[src/uart_flow_trigger_config_map.svh]
`ifndef UART_FLOW_TRIGGER_CONFIG_MAP_SVH
`define UART_FLOW_TRIGGER_CONFIG_MAP_SVH
// Register addresses on the parallel port.
`define ADDR_DLL     3'h0
`define ADDR_DLH     3'h1
`define ADDR_IER     3'h1
`define ADDR_FCR     3'h2
`define ADDR_LCR     3'h3
`define ADDR_MCR     3'h4
`define ADDR_TCR     3'h6
`define ADDR_TLR     3'h7
// Line-control patterns that open the extra register spaces.
`define LCR_EFR_KEY  8'hBF
`define LCR_AFR_KEY  3'h4
`define LCR_DLAB     7
// Field positions.
`define EFR_ENH      4
`define EFR_SPEC     5
`define EFR_ARTS     6
`define EFR_ACTS     7
`define IER_SLEEP    4
`define MCR_RTS      1
`define MCR_RDY      2
`define MCR_LOOP     4
`define MCR_ACC      6
`define AFR_CONCURRENT_WRITE_EN     0
`define AFR_485      2
`define IIR_SPEC     4
// Reset value of every register.
`define RST_BYTE     8'h00
// Trigger levels used when a trigger field is zero.
`define RX_FB0       7'h08
`define RX_FB1       7'h10
`define RX_FB2       7'h38
`define RX_FB3       7'h3C
`define TX_FB0       7'h08
`define TX_FB1       7'h10
`define TX_FB2       7'h20
`define TX_FB3       7'h38
`endif

[src/uart_flow_trigger_config_pkg.sv]
package uart_flow_trigger_config_pkg;
    typedef logic [7:0] byte_t;
    typedef enum logic [1:0] {
        SPACE_NORM,
        SPACE_DL,
        SPACE_AFR,
        SPACE_EFR
    } reg_space_t;
endpackage

[src/uart_flow_trigger_config.sv]
`timescale 1ns/1ps
`default_nettype none
`include "uart_flow_trigger_config_map.svh"

module uart_flow_trigger_config #(
    parameter int CNT_W = 7
) (
    // Clock, reset, freeze
    input  wire logic                      mclk,
    input  wire logic                      rst_n,
    input  wire logic                      ce,
    // Parallel register port
    input  wire logic [2:0]                addr,
    input  wire logic [7:0]                wr_data,
    input  wire logic                      wr_stb,
    input  wire logic                      rd_stb,
    input  wire logic                      channel_a_select_n,
    input  wire logic                      channel_b_select_n,
    output logic      [7:0]                rd_data,
    // FIFO and line state per channel
    input  wire logic [1:0][CNT_W-1:0]     rx_level,
    input  wire logic [1:0][CNT_W-1:0]     tx_free,
    input  wire logic [1:0]                rx_timeout,
    input  wire logic [1:0]                rx_push,
    input  wire logic [1:0][7:0]           rx_char,
    input  wire logic [1:0]                tx_pending,
    input  wire logic [1:0]                cts_n,
    // Control outputs per channel
    output logic      [1:0]                rts_n,
    output logic      [1:0]                tx_halt,
    output logic      [1:0][15:0]          baud_divisor,
    output logic      [1:0][3:0]           sw_flow_mode,
    output logic      [1:0]                special_char,
    output logic      [1:0]                rs485_driver_enable_out
);

    if (CNT_W < 7) begin : g_chk
        $error("CNT_W must hold a count of 64");
    end

    // ------------------------------------------------------------
    // Helper functions
    // ------------------------------------------------------------
    function automatic uart_flow_trigger_config_pkg::reg_space_t
        space_of(input logic [7:0] line_control_reg);
        if (line_control_reg == `LCR_EFR_KEY) begin
            return uart_flow_trigger_config_pkg::SPACE_EFR;
        end else if (line_control_reg[7:5] == `LCR_AFR_KEY) begin
            return uart_flow_trigger_config_pkg::SPACE_AFR;
        end else if (line_control_reg[`LCR_DLAB]) begin
            return uart_flow_trigger_config_pkg::SPACE_DL;
        end else begin
            return uart_flow_trigger_config_pkg::SPACE_NORM;
        end
    endfunction

    function automatic logic [CNT_W-1:0] lvl(input logic [3:0] f);
        return CNT_W'({f, 2'b00});
    endfunction

    function automatic logic [CNT_W-1:0] trig(input logic [3:0] f,
                                              input logic [6:0] fb);
        return (f == 4'h0) ? CNT_W'(fb) : lvl(f);
    endfunction

    function automatic logic [6:0] rx_fb(input logic [1:0] s);
        case (s)
            2'h0:    return `RX_FB0;
            2'h1:    return `RX_FB1;
            2'h2:    return `RX_FB2;
            default: return `RX_FB3;
        endcase
    endfunction

    function automatic logic [6:0] tx_fb(input logic [1:0] s);
        case (s)
            2'h0:    return `TX_FB0;
            2'h1:    return `TX_FB1;
            2'h2:    return `TX_FB2;
            default: return `TX_FB3;
        endcase
    endfunction

    // ------------------------------------------------------------
    // Per-channel state
    // ------------------------------------------------------------
    uart_flow_trigger_config_pkg::byte_t [1:0] lcr_r, ier_r, fcr_r, mcr_r;
    uart_flow_trigger_config_pkg::byte_t [1:0] efr_r, dll_r, dlh_r;
    uart_flow_trigger_config_pkg::byte_t [1:0] tcr_r, tlr_r, afr_r, xoff2_r;
    uart_flow_trigger_config_pkg::reg_space_t  sp [2];
    logic [1:0]               sel, wr_en, acc, spec_r, rts_r, rdy_en;
    logic [1:0]               tx_rdy, rx_rdy;
    logic [1:0][CNT_W-1:0]    tx_trig, rx_trig;
    logic                     concurrent_write_en, rch;
    logic [7:0]               rdy_byte, rd_nxt;

    assign sel  = {~channel_b_select_n, ~channel_a_select_n};
    assign concurrent_write_en = |(sel & {afr_r[1][`AFR_CONCURRENT_WRITE_EN], afr_r[0][`AFR_CONCURRENT_WRITE_EN]});
    assign rch  = channel_a_select_n;

    // ------------------------------------------------------------
    // Channel logic
    // ------------------------------------------------------------
    for (genvar c = 0; c < 2; c++) begin : g_ch
        assign sp[c]     = space_of(lcr_r[c]);
        assign wr_en[c]  = ce & wr_stb & (sel[c] | concurrent_write_en);
        assign acc[c]    = efr_r[c][`EFR_ENH] & mcr_r[c][`MCR_ACC];
        assign rdy_en[c] = mcr_r[c][`MCR_RDY] & ~mcr_r[c][`MCR_LOOP];
        assign tx_trig[c] = trig(tlr_r[c][3:0], tx_fb(fcr_r[c][5:4]));
        assign rx_trig[c] = trig(tlr_r[c][7:4], rx_fb(fcr_r[c][7:6]));
        assign tx_rdy[c] = tx_free[c] >= tx_trig[c];
        assign rx_rdy[c] = (rx_level[c] > rx_trig[c]) | rx_timeout[c];

        always_ff @(posedge mclk) begin
            if (!rst_n) begin
                lcr_r[c] <= `RST_BYTE;
                ier_r[c] <= `RST_BYTE;
                fcr_r[c] <= `RST_BYTE;
                mcr_r[c] <= `RST_BYTE;
            end else if (wr_en[c]) begin
                if (addr == `ADDR_LCR) begin
                    lcr_r[c] <= wr_data;
                end else if (sp[c] == uart_flow_trigger_config_pkg::SPACE_NORM) begin
                    if (addr == `ADDR_IER) begin
                        ier_r[c][3:0] <= wr_data[3:0];
                        if (efr_r[c][`EFR_ENH]) begin
                            ier_r[c][7:4] <= wr_data[7:4];
                        end
                    end else if (addr == `ADDR_FCR) begin
                        fcr_r[c][7:6] <= wr_data[7:6];
                        fcr_r[c][3:0] <= wr_data[3:0];
                        if (efr_r[c][`EFR_ENH]) begin
                            fcr_r[c][5:4] <= wr_data[5:4];
                        end
                    end else if (addr == `ADDR_MCR) begin
                        mcr_r[c][4:0] <= wr_data[4:0];
                        if (efr_r[c][`EFR_ENH]) begin
                            mcr_r[c][7:5] <= wr_data[7:5];
                        end
                    end
                end
            end
        end

        // Enhanced, alternate and divisor registers.
        always_ff @(posedge mclk) begin
            if (!rst_n) begin
                efr_r[c]   <= `RST_BYTE;
                afr_r[c]   <= `RST_BYTE;
                xoff2_r[c] <= `RST_BYTE;
                dll_r[c]   <= `RST_BYTE;
                dlh_r[c]   <= `RST_BYTE;
            end else if (wr_en[c] &&
                         sp[c] != uart_flow_trigger_config_pkg::SPACE_NORM) begin
                if (addr == `ADDR_DLL && !ier_r[c][`IER_SLEEP]) begin
                    dll_r[c] <= wr_data;
                end else if (addr == `ADDR_DLH && !ier_r[c][`IER_SLEEP]) begin
                    dlh_r[c] <= wr_data;
                end else if (addr == `ADDR_FCR &&
                             sp[c] == uart_flow_trigger_config_pkg::SPACE_EFR) begin
                    efr_r[c] <= wr_data;
                end else if (addr == `ADDR_FCR &&
                             sp[c] == uart_flow_trigger_config_pkg::SPACE_AFR) begin
                    afr_r[c] <= wr_data;
                end else if (addr == `ADDR_TLR &&
                             sp[c] == uart_flow_trigger_config_pkg::SPACE_EFR) begin
                    xoff2_r[c] <= wr_data;
                end
            end
        end

        // Thresholds are opened by the access bit in normal space.
        always_ff @(posedge mclk) begin
            if (!rst_n) begin
                tcr_r[c] <= `RST_BYTE;
                tlr_r[c] <= `RST_BYTE;
            end else if (wr_en[c] && acc[c] &&
                         sp[c] == uart_flow_trigger_config_pkg::SPACE_NORM) begin
                if (addr == `ADDR_TCR) begin
                    tcr_r[c] <= wr_data;
                end else if (addr == `ADDR_TLR) begin
                    tlr_r[c] <= wr_data;
                end
            end
        end

        // Set wins over the read that clears the flag.
        always_ff @(posedge mclk) begin
            if (!rst_n) begin
                spec_r[c] <= 1'b0;
            end else if (ce) begin
                if (rx_push[c] && efr_r[c][`EFR_SPEC] && rx_char[c] == xoff2_r[c]) begin
                    spec_r[c] <= 1'b1;
                end else if (rd_stb && sel[c] && addr == `ADDR_FCR &&
                             sp[c] == uart_flow_trigger_config_pkg::SPACE_NORM) begin
                    spec_r[c] <= 1'b0;
                end
            end
        end

        // Halt wins when both levels match, so a bad setting stops the far end.
        always_ff @(posedge mclk) begin
            if (!rst_n) begin
                rts_r[c] <= 1'b0;
            end else if (ce) begin
                if (!efr_r[c][`EFR_ARTS]) begin
                    rts_r[c] <= 1'b0;
                end else if (rx_level[c] >= lvl(tcr_r[c][3:0])) begin
                    rts_r[c] <= 1'b1;
                end else if (rx_level[c] <= lvl(tcr_r[c][7:4])) begin
                    rts_r[c] <= 1'b0;
                end
            end
        end

        always_ff @(posedge mclk) begin
            if (!rst_n) begin
                tx_halt[c]                 <= 1'b0;
                rs485_driver_enable_out[c] <= 1'b0;
            end else if (ce) begin
                tx_halt[c] <= efr_r[c][`EFR_ACTS] & cts_n[c];
                rs485_driver_enable_out[c] <= afr_r[c][`AFR_485] & tx_pending[c];
            end
        end

        assign rts_n[c] = efr_r[c][`EFR_ARTS] ? rts_r[c] : ~mcr_r[c][`MCR_RTS];
        assign baud_divisor[c] = {dlh_r[c], dll_r[c]};
        assign sw_flow_mode[c] = efr_r[c][3:0];
        assign special_char[c] = spec_r[c];
    end

    // ------------------------------------------------------------
    // Read path
    // ------------------------------------------------------------
    assign rdy_byte = {2'b00, rx_rdy, 2'b00, tx_rdy};

    always_comb begin
        rd_nxt = `RST_BYTE;
        if (addr == `ADDR_LCR) begin
            rd_nxt = lcr_r[rch];
        end else if (sp[rch] == uart_flow_trigger_config_pkg::SPACE_NORM) begin
            if (addr == `ADDR_IER) begin
                rd_nxt = ier_r[rch];
            end else if (addr == `ADDR_FCR) begin
                rd_nxt = {{2{fcr_r[rch][0]}}, 1'b0, spec_r[rch], 3'b000, ~spec_r[rch]};
            end else if (addr == `ADDR_MCR) begin
                rd_nxt = mcr_r[rch];
            end else if (addr == `ADDR_TCR && acc[rch]) begin
                rd_nxt = tcr_r[rch];
            end else if (addr == `ADDR_TLR && acc[rch]) begin
                rd_nxt = tlr_r[rch];
            end else if (addr == `ADDR_TLR && rdy_en[rch]) begin
                rd_nxt = rdy_byte;
            end
        end else if (addr == `ADDR_DLL) begin
            rd_nxt = dll_r[rch];
        end else if (addr == `ADDR_DLH) begin
            rd_nxt = dlh_r[rch];
        end else if (addr == `ADDR_FCR &&
                     sp[rch] == uart_flow_trigger_config_pkg::SPACE_EFR) begin
            rd_nxt = efr_r[rch];
        end else if (addr == `ADDR_FCR &&
                     sp[rch] == uart_flow_trigger_config_pkg::SPACE_AFR) begin
            rd_nxt = afr_r[rch];
        end else if (addr == `ADDR_TLR &&
                     sp[rch] == uart_flow_trigger_config_pkg::SPACE_EFR) begin
            rd_nxt = xoff2_r[rch];
        end
    end

    always_ff @(posedge mclk) begin
        if (!rst_n) begin
            rd_data <= `RST_BYTE;
        end else if (ce && rd_stb && (|sel)) begin
            rd_data <= rd_nxt;
        end
    end

    logic norm0;
    assign norm0 = sp[0] == uart_flow_trigger_config_pkg::SPACE_NORM;
endmodule // uart_flow_trigger_config
`default_nettype wire

[config.mk]
export PLATFORM = sky130hd
export DESIGN_NAME = uart_flow_trigger_config
export DESIGN_NICKNAME = d
export VERILOG_FILES = /design/src/uart_flow_trigger_config_pkg.sv /design/src/uart_flow_trigger_config.sv
export VERILOG_INCLUDE_DIRS = /design/src
export SDC_FILE = /design/constraint.sdc
export NUM_CORES = 1
export LEC_CHECK = 0
export ABC_CLOCK_PERIOD_IN_PS = 3200
export BUFFER_PORTS_ARGS = -buffer_cell sky130_fd_sc_hd__buf_2
export CELL_PAD_IN_SITES_DETAIL_PLACEMENT = 0
export CELL_PAD_IN_SITES_GLOBAL_PLACEMENT = 2
export CORE_UTILIZATION = 37
export DETAILED_ROUTE_END_ITERATION = 16
export PLACE_DENSITY = 0.85
export RECOVER_POWER = 100
export SLEW_MARGIN = 5
export SYNTH_ARGS = -nofsm -noshare
export SYNTH_HDL_FRONTEND = slang
export SYNTH_SLANG_ARGS = --single-unit
[constraint.sdc]
create_clock -name mclk -period 3.2 [get_ports mclk]
set_input_delay 0.64 -clock mclk [delete_from_list [all_inputs] [get_ports mclk]]
set_output_delay 0.64 -clock mclk [all_outputs]
set_load 0.01 [all_outputs]
Yosys cells after proc, flatten, opt, wreduce, memory -nomap -nowiden
Index checks and enable logic that the tools add are counted.
Storage, ports and cells
  bits in registers: 192
  output and inout bits: 56
  logic and storage cells: 267
Cells by class
  order comparisons: 10
  equality and inequality tests: 28
  mux-type cells: 70
  bitwise logic cells: 36
  reductions and logical operators: 86
Operators by type and width (count)
  8-bit two-way mux: 32
  6-bit one-hot mux with 3 select lines: 4
  6-bit AND reduction: 6
  1-bit logical AND: 34
  5-bit AND reduction: 6
  7-bit two-way mux: 4
  1-bit two-way mux: 22
  2-bit == test, second input constant: 10
  2-bit AND reduction: 10
  1-bit inverter: 19
  8-bit == test: 2
  8-bit == test, second input constant: 2
  4-bit zero test: 4
  4-bit AND reduction: 4
  3-bit == test, second input constant: 5
  7-bit by 6-bit greater-or-equal comparator with 1-bit output: 2
  7-bit greater-or-equal comparator: 2
  7-bit > comparator: 2
  7-bit by 6-bit <= comparator with 1-bit output: 2
  2-bit zero test: 7
  2-bit two-way mux: 7
  7-bit AND reduction: 2
  3-bit AND reduction: 4
  1-bit bitwise AND: 11
  other kinds (14): 27

Depth between registers and ports, before layout
  depth after elaboration: 15
  gate-level depth with buffers: 11

Least setup slack after synthesis
No wires, ideal clock.
  path kind: input to register
  from: input channel_a_select_n
  to: register rd_data[7]
  setup time: 0.135 ns
  data arrival time: 2.149 ns
  required time: 3.065 ns
  setup slack: 0.916 ns
  stages on the path: 7
  cells stage by stage: buf_4 -> inv_1 -> o211ai_2 -> a21oi_4 -> mux4_2 -> a221oi_2 -> a31oi_1
Between the ends
  word-level cells in the longest chain between the ends: 13
  elaborated cells on any way between the ends: 51
  those cells by class: eq/ne (2); mux (39); bitwise (2); reduce/logical (8)
Ends and longest elaborated chain
  start, declared: RTL line uart_flow_trigger_config.sv:17  | input wire logic channel_a_select_n,
  1-bit inverter with 2-bit output (implied by the code)
  2-bit two-way mux (implied by the code) (3 in series)
  2-bit == test: RTL line uart_flow_trigger_config.sv:260, uart_flow_trigger_config.sv:266
  1-bit logical AND: RTL line uart_flow_trigger_config.sv:265  | end else if (addr == `ADDR_TLR &&
  8-bit two-way mux: RTL line uart_flow_trigger_config.sv:265
  8-bit two-way mux: RTL line uart_flow_trigger_config.sv:262  | end else if (addr == `ADDR_FCR &&
  8-bit two-way mux: RTL line uart_flow_trigger_config.sv:259  | end else if (addr == `ADDR_FCR &&
  8-bit two-way mux: RTL line uart_flow_trigger_config.sv:257  | end else if (addr == `ADDR_DLH) begin
  8-bit two-way mux: RTL line uart_flow_trigger_config.sv:255  | end else if (addr == `ADDR_DLL) begin
  8-bit two-way mux: RTL line uart_flow_trigger_config.sv:241  | end else if (sp[rch] == uart_flow_trigger_config_pkg::SPACE_NORM) begin
  8-bit two-way mux: RTL line uart_flow_trigger_config.sv:239  | if (addr == `ADDR_LCR) begin
  end signal, assigned: RTL line uart_flow_trigger_config.sv:273  | rd_data <= `RST_BYTE;
  end signal, assigned: RTL line uart_flow_trigger_config.sv:275  | rd_data <= rd_nxt;
  end, declared: RTL line uart_flow_trigger_config.sv:19  | output logic [7:0] rd_data,
Parallel ways exist; a longest one is shown, timed or not. The select of a mux whose other input is x is not followed.
A chain may end at the register's enable or synchronous reset.

Worst setup path in the final report
  from: input addr[1]
  to: register ier_r[6] (netlist name)
Between the ends
  word-level cells in the longest chain between the ends: 3
  elaborated cells on any way between the ends: 4
  those cells by class: eq/ne (2); bitwise (1); reduce/logical (1)
Ends and longest elaborated chain
  start, declared: RTL line uart_flow_trigger_config.sv:13  | input wire logic [2:0] addr,
  3-bit by 2-bit == test with 1-bit output (no line)
  1-bit inverter (no line)
  5-bit AND reduction (no line) (*)
  end signal, assigned by index: RTL line uart_flow_trigger_config.sv:117  | ier_r[c] <= `RST_BYTE;
  end signal, assigned by index: RTL line uart_flow_trigger_config.sv:125  | ier_r[c][3:0] <= wr_data[3:0];
  end signal, assigned by index: RTL line uart_flow_trigger_config.sv:127  | ier_r[c][7:4] <= wr_data[7:4];
  end, declared: RTL line uart_flow_trigger_config.sv:87  | uart_flow_trigger_config_pkg::byte_t [1:0] lcr_r, ier_r, fcr_r, mcr_r;
Mark *: on every way between the ends. The rest lies on a longest branch, timed or not.

==> results.tsv <==
stage	metric	value	unit
outcome	outcome	finished, final reports clean	
sta	RSZ-0062 raised after global routing	false	
setup_path	Max stage delay cell, worst path	nor3_2	
global_routing	largest net degree at the start of global routing	77	
synth	Yosys reg bits	186	
cells_and_area	combined area of the multi-input logic cells	6200	um2
setup_path	largest fanout on the critical path	18	
routing	DRT iter0 DRCs	563	
synth	Post-synth EDFFs	0	
die	starting density of the core	0.376	
global_routing	global-route wire length before repair	49600	um
die	die height	170	um
synth	syn avg cell area	9.23	um2
sta	Max Clock Freq	367	MHz
pwr	Max VDD drop	0.000262	V
setup_path	worst r2r path cells	11	
cells_and_area	share of layout cells above drive strength 1	0.119	
clock_tree	hold_buf cts	0	
worst_hold_path	worst hold path type	register to register	
routing	drt pass-1 iters	5	
cells_and_area	ant diodes	0	
sta	Finish-stage setup viols	0	
setup_path	Cell Chain, Critical Path	clkbuf_1, or3b_1, nor3_2, nand2_1, nand2_1, a21boi_0	
routing	final WL	33000	um
clock_tree	post_cts resized	0	
pwr	Tot Pwr	4.80	mW
placement	Placer Congestion	0.964	
pwr	PwrDens	406	nW/um2
pwr	clock network power share	0.430	
run	Max-Cap Viols	0	
setup_path	Critical Path Max Stage Delay	810	ps
sta	hold_ws	472	ps
routing	wire per inst	20.6	um
die	die width	170	um
clock_tree	H-tree levels	4	
synth	Netlist cell types	65	
die	Die Area	28900	um2
routing	# DRC	0	
routing	Final ANT Viol Nets	0	
die	core area	27800	um2
clock_tree	clock slew at reported path FFs	70	ps
pwr	Comb pwr share	0.085	
sta	Clock Skew	18.5	ps
global_routing	vias in the first global route	8071	
routing	via count	8537	
setup_path	Reg2Reg Capture Point	rd_data[1]	
pwr	Switching Power	1.29	mW
sta	minimum clock period	2730	ps
sta	setup_tns	0	ps
sta	period utilization	0.853	
global_routing	global route overflow	0	
cells_and_area	fillers	2866	
clock_tree	CTS root buf	clkbuf_16	
placement	HPWL after detailed placement	23600	um
worst_hold_path	Hold EP	mcr_r[15]	
setup_path	Critical Path RT	3520	ps
cells_and_area	# nets final	1322	
sta	max-slew violation count	0	
pwr	P_leak	4.80	nW
global_routing	total track usage	0.229	
global_routing	initial antenna violation count	0	
setup_path	r2r setup slk	510	ps
synth	ys async rst share	0	
setup_path	Buf/Inv on CP	1	
sta	max_slew headroom	0.159	
synth	main flop type after synthesis	dfxtp_1	
setup_path	FF-to-FF Start	fcr_r[12]	
synth	sequential share of the synthesized area	0.356	
setup_path	type of origin of the critical path	input pin	
clock_tree	CTS tree	done	
worst_hold_path	Worst Hold Depth	2	
sta	worst-margin pin slew	1260	ps
synth	post-synth net total	1241	
die	# IOs	126	
routing	Via density	5.32	
pwr	Reg power frac	0.485	
clock_tree	CTS Buf Count	17	
setup_path	type of the worst setup path	input pin to register	
synth	Synth Instances	1133	
synth	synthesized cell area	10500	um2
clock_tree	# clock sinks	186	
cells_and_area	FF+latch area	3720	um2
worst_hold_path	Worst Min Path Start	mcr_r[15]	
placement	IO Port Bufs	125	
setup_path	Arr. time, crit path	3050	ps
die	Rows	61	
setup_path	critical path's most frequent cell	nand2_1	
sta	Final Hold Vio Count	0	
clock_tree	Setup Fix Bufs, Post-CTS	0	
pwr	sw frac	0.270	
setup_path	Crit path max-delay family	simple AND/OR/NAND/NOR gates	
clock_tree	worst skew pair latency	450	ps
synth	Synth Warn #	0	
cells_and_area	Syn-to-layout area delta	13.1	%
pwr	Power Internal	3.50	mW
setup_path	CP Capture Type	register	
clock_tree	Max Buffers Root-to-Sink	2	
## cell usage after synthesis (3+ instances only)
| master | instances | area (um2) |
|---|---|---|
| mux4_2 | 3 | 67.6 |
| a21o_1 | 8 | 60.1 |
| ha_1 | 38 | 475 |
| o2bb2ai_1 | 3 | 26.3 |
| buf_4 | 11 | 82.6 |
| nand4_1 | 16 | 100 |
| o21a_1 | 4 | 30.0 |
| or3_1 | 7 | 43.8 |
| a21oi_1 | 21 | 105 |
| o221ai_1 | 5 | 43.8 |
| mux2i_1 | 211 | 2110 |
| nor2b_1 | 152 | 951 |
| nor3_1 | 12 | 60.1 |
| o31ai_1 | 7 | 52.6 |
| nand3b_1 | 3 | 22.5 |
| or3b_2 | 3 | 26.3 |
| a221oi_1 | 3 | 26.3 |
| dfxtp_1 | 186 | 3720 |
| a21boi_0 | 32 | 240 |
| nand3_1 | 38 | 190 |
| nand2b_1 | 12 | 75.1 |
| and2_1 | 5 | 31.3 |
| nor2_1 | 40 | 150 |
| buf_2 | 21 | 105 |
| mux2_2 | 6 | 67.6 |
| xnor2_1 | 14 | 123 |
| nand2_1 | 64 | 240 |
| clkbuf_1 | 56 | 210 |
| nor3b_1 | 3 | 22.5 |
| a211oi_1 | 8 | 60.1 |
| a31oi_1 | 9 | 56.3 |
| o211ai_1 | 10 | 75.1 |
| nor4b_1 | 3 | 26.3 |
| nor4_1 | 6 | 37.5 |
| o22ai_1 | 14 | 87.6 |
| o21ai_0 | 33 | 165 |
| inv_1 | 28 | 105 |
## worst max-delay path by stage
stage | end | slack, ps | from | cells past startpoint
4_1_cts | rd_data[1] | 510 | fcr_r[12] | 11
5_1_grt | ier_r[6] | 330 | addr[1] | 6
2_1_floorplan | rd_data[7] | 920 | channel_a_select_n | 7
6_report | ier_r[6] | 470 | addr[1] | 6
3_5_place_dp | efr_r[15] | 410 | addr[1] | 6
3_3_place_gp | sw_flow_mode[7] | 360 | addr[1] | 6
## worst register-to-register path: cells and delay by family (launching register included)
kind / cells / cell delay, ps
flops: 1 / 390
buf+inv: 1 / 60
simple gates: 3 / 460
fa+ha+maj: 2 / 570
compound gates: 5 / 1100
## power groups by stage
stage	clock [mW]	combinational, mW	sequential (mW)
floorplan	0	0.245	2.38
global placement	0	0.402	2.38
detailed placement	0	0.404	2.38
CTS	2.10	0.406	2.33
global route	2.19	0.434	2.33
finish	2.06	0.406	2.33
## layout make-up
| type | count | area share |
|---|---|---|
| inverter | 28 | 0.00889 |
| tap | 378 | 0.0400 |
| clock inverter | 14 | 0.0112 |
| clock buffer | 18 | 0.0363 |
| multi-input combinational | 830 | 0.524 |
| timing repair buffer | 151 | 0.0643 |
| sequential | 186 | 0.315 |
## cells in the final DEF (no fill, tap or decap), types with 8 or more instances in the layout
cell / n
mux2i_1: 211
dfxtp_1: 186
nor2b_1: 152
buf_2: 66
nand2_1: 64
clkbuf_1: 61
nor2_1: 40
nand3_1: 38
ha_1: 38
o21ai_0: 33
a21boi_0: 32
inv_1: 28
a21oi_1: 21
buf_4: 20
clkbuf_16: 17
nand4_1: 16
xnor2_1: 14
o22ai_1: 14
nand2b_1: 12
nor3_1: 12
o211ai_1: 10
a31oi_1: 9
a21o_1: 8
a211oi_1: 8
## state kept, by name, summed over array words and instances (netlist names)
register / count
lcr_r: 16
special_char: 2
tlr_r: 16
fcr_r: 10
rs485_driver_enable_out: 2
rts_r: 2
xoff2_r: 16
tx_halt: 2
baud_divisor: 32
mcr_r: 16
afr_r: 16
sw_flow_mode: 8
efr_r: 8
ier_r: 16
tcr_r: 16
rd_data: 8
## per-layer routing
layer / vias to the layer above / global-route usage / routed length (um)
met3: 44 / 0.0351 / 1510
met1: 4070 / 0.304 / 15300
met5: - / 0 / 0
met2: 254 / 0.376 / 15300
met4: 0 / 0.0791 / 915
li1: 4169 / - / -
## cell families (layout without fill, tap and decap cells)
family	Yosys count	after routing	synth area share
muxes	220	220	0.215
AOI/OAI and AO/OA	177	177	0.117
and+or+nand+nor	379	379	0.203
xor gates and xnor gates	16	16	0.0134
DFF	186	186	0.356
adders and majority gates	38	38	0.0455
buffers and inverters	117	211	0.0492
## stage by stage
| step | instances | util | setup WS (ps) | instance area (um2) |
|---|---|---|---|---|
| 3_5_place_dp | 1573 | 0.409 | 412 | 11400 |
| 6_report | 1605 | 0.426 | 472 | 11800 |
| 2_1_floorplan | 1133 | - | 916 | 10500 |
| 4_1_cts | 1605 | 0.429 | 510 | 11900 |
| 5_1_grt | 1605 | 0.426 | 331 | 11800 |
| 3_3_place_gp | 1573 | 0.409 | 359 | 11400 |
(Power assumes the default switching activity.)
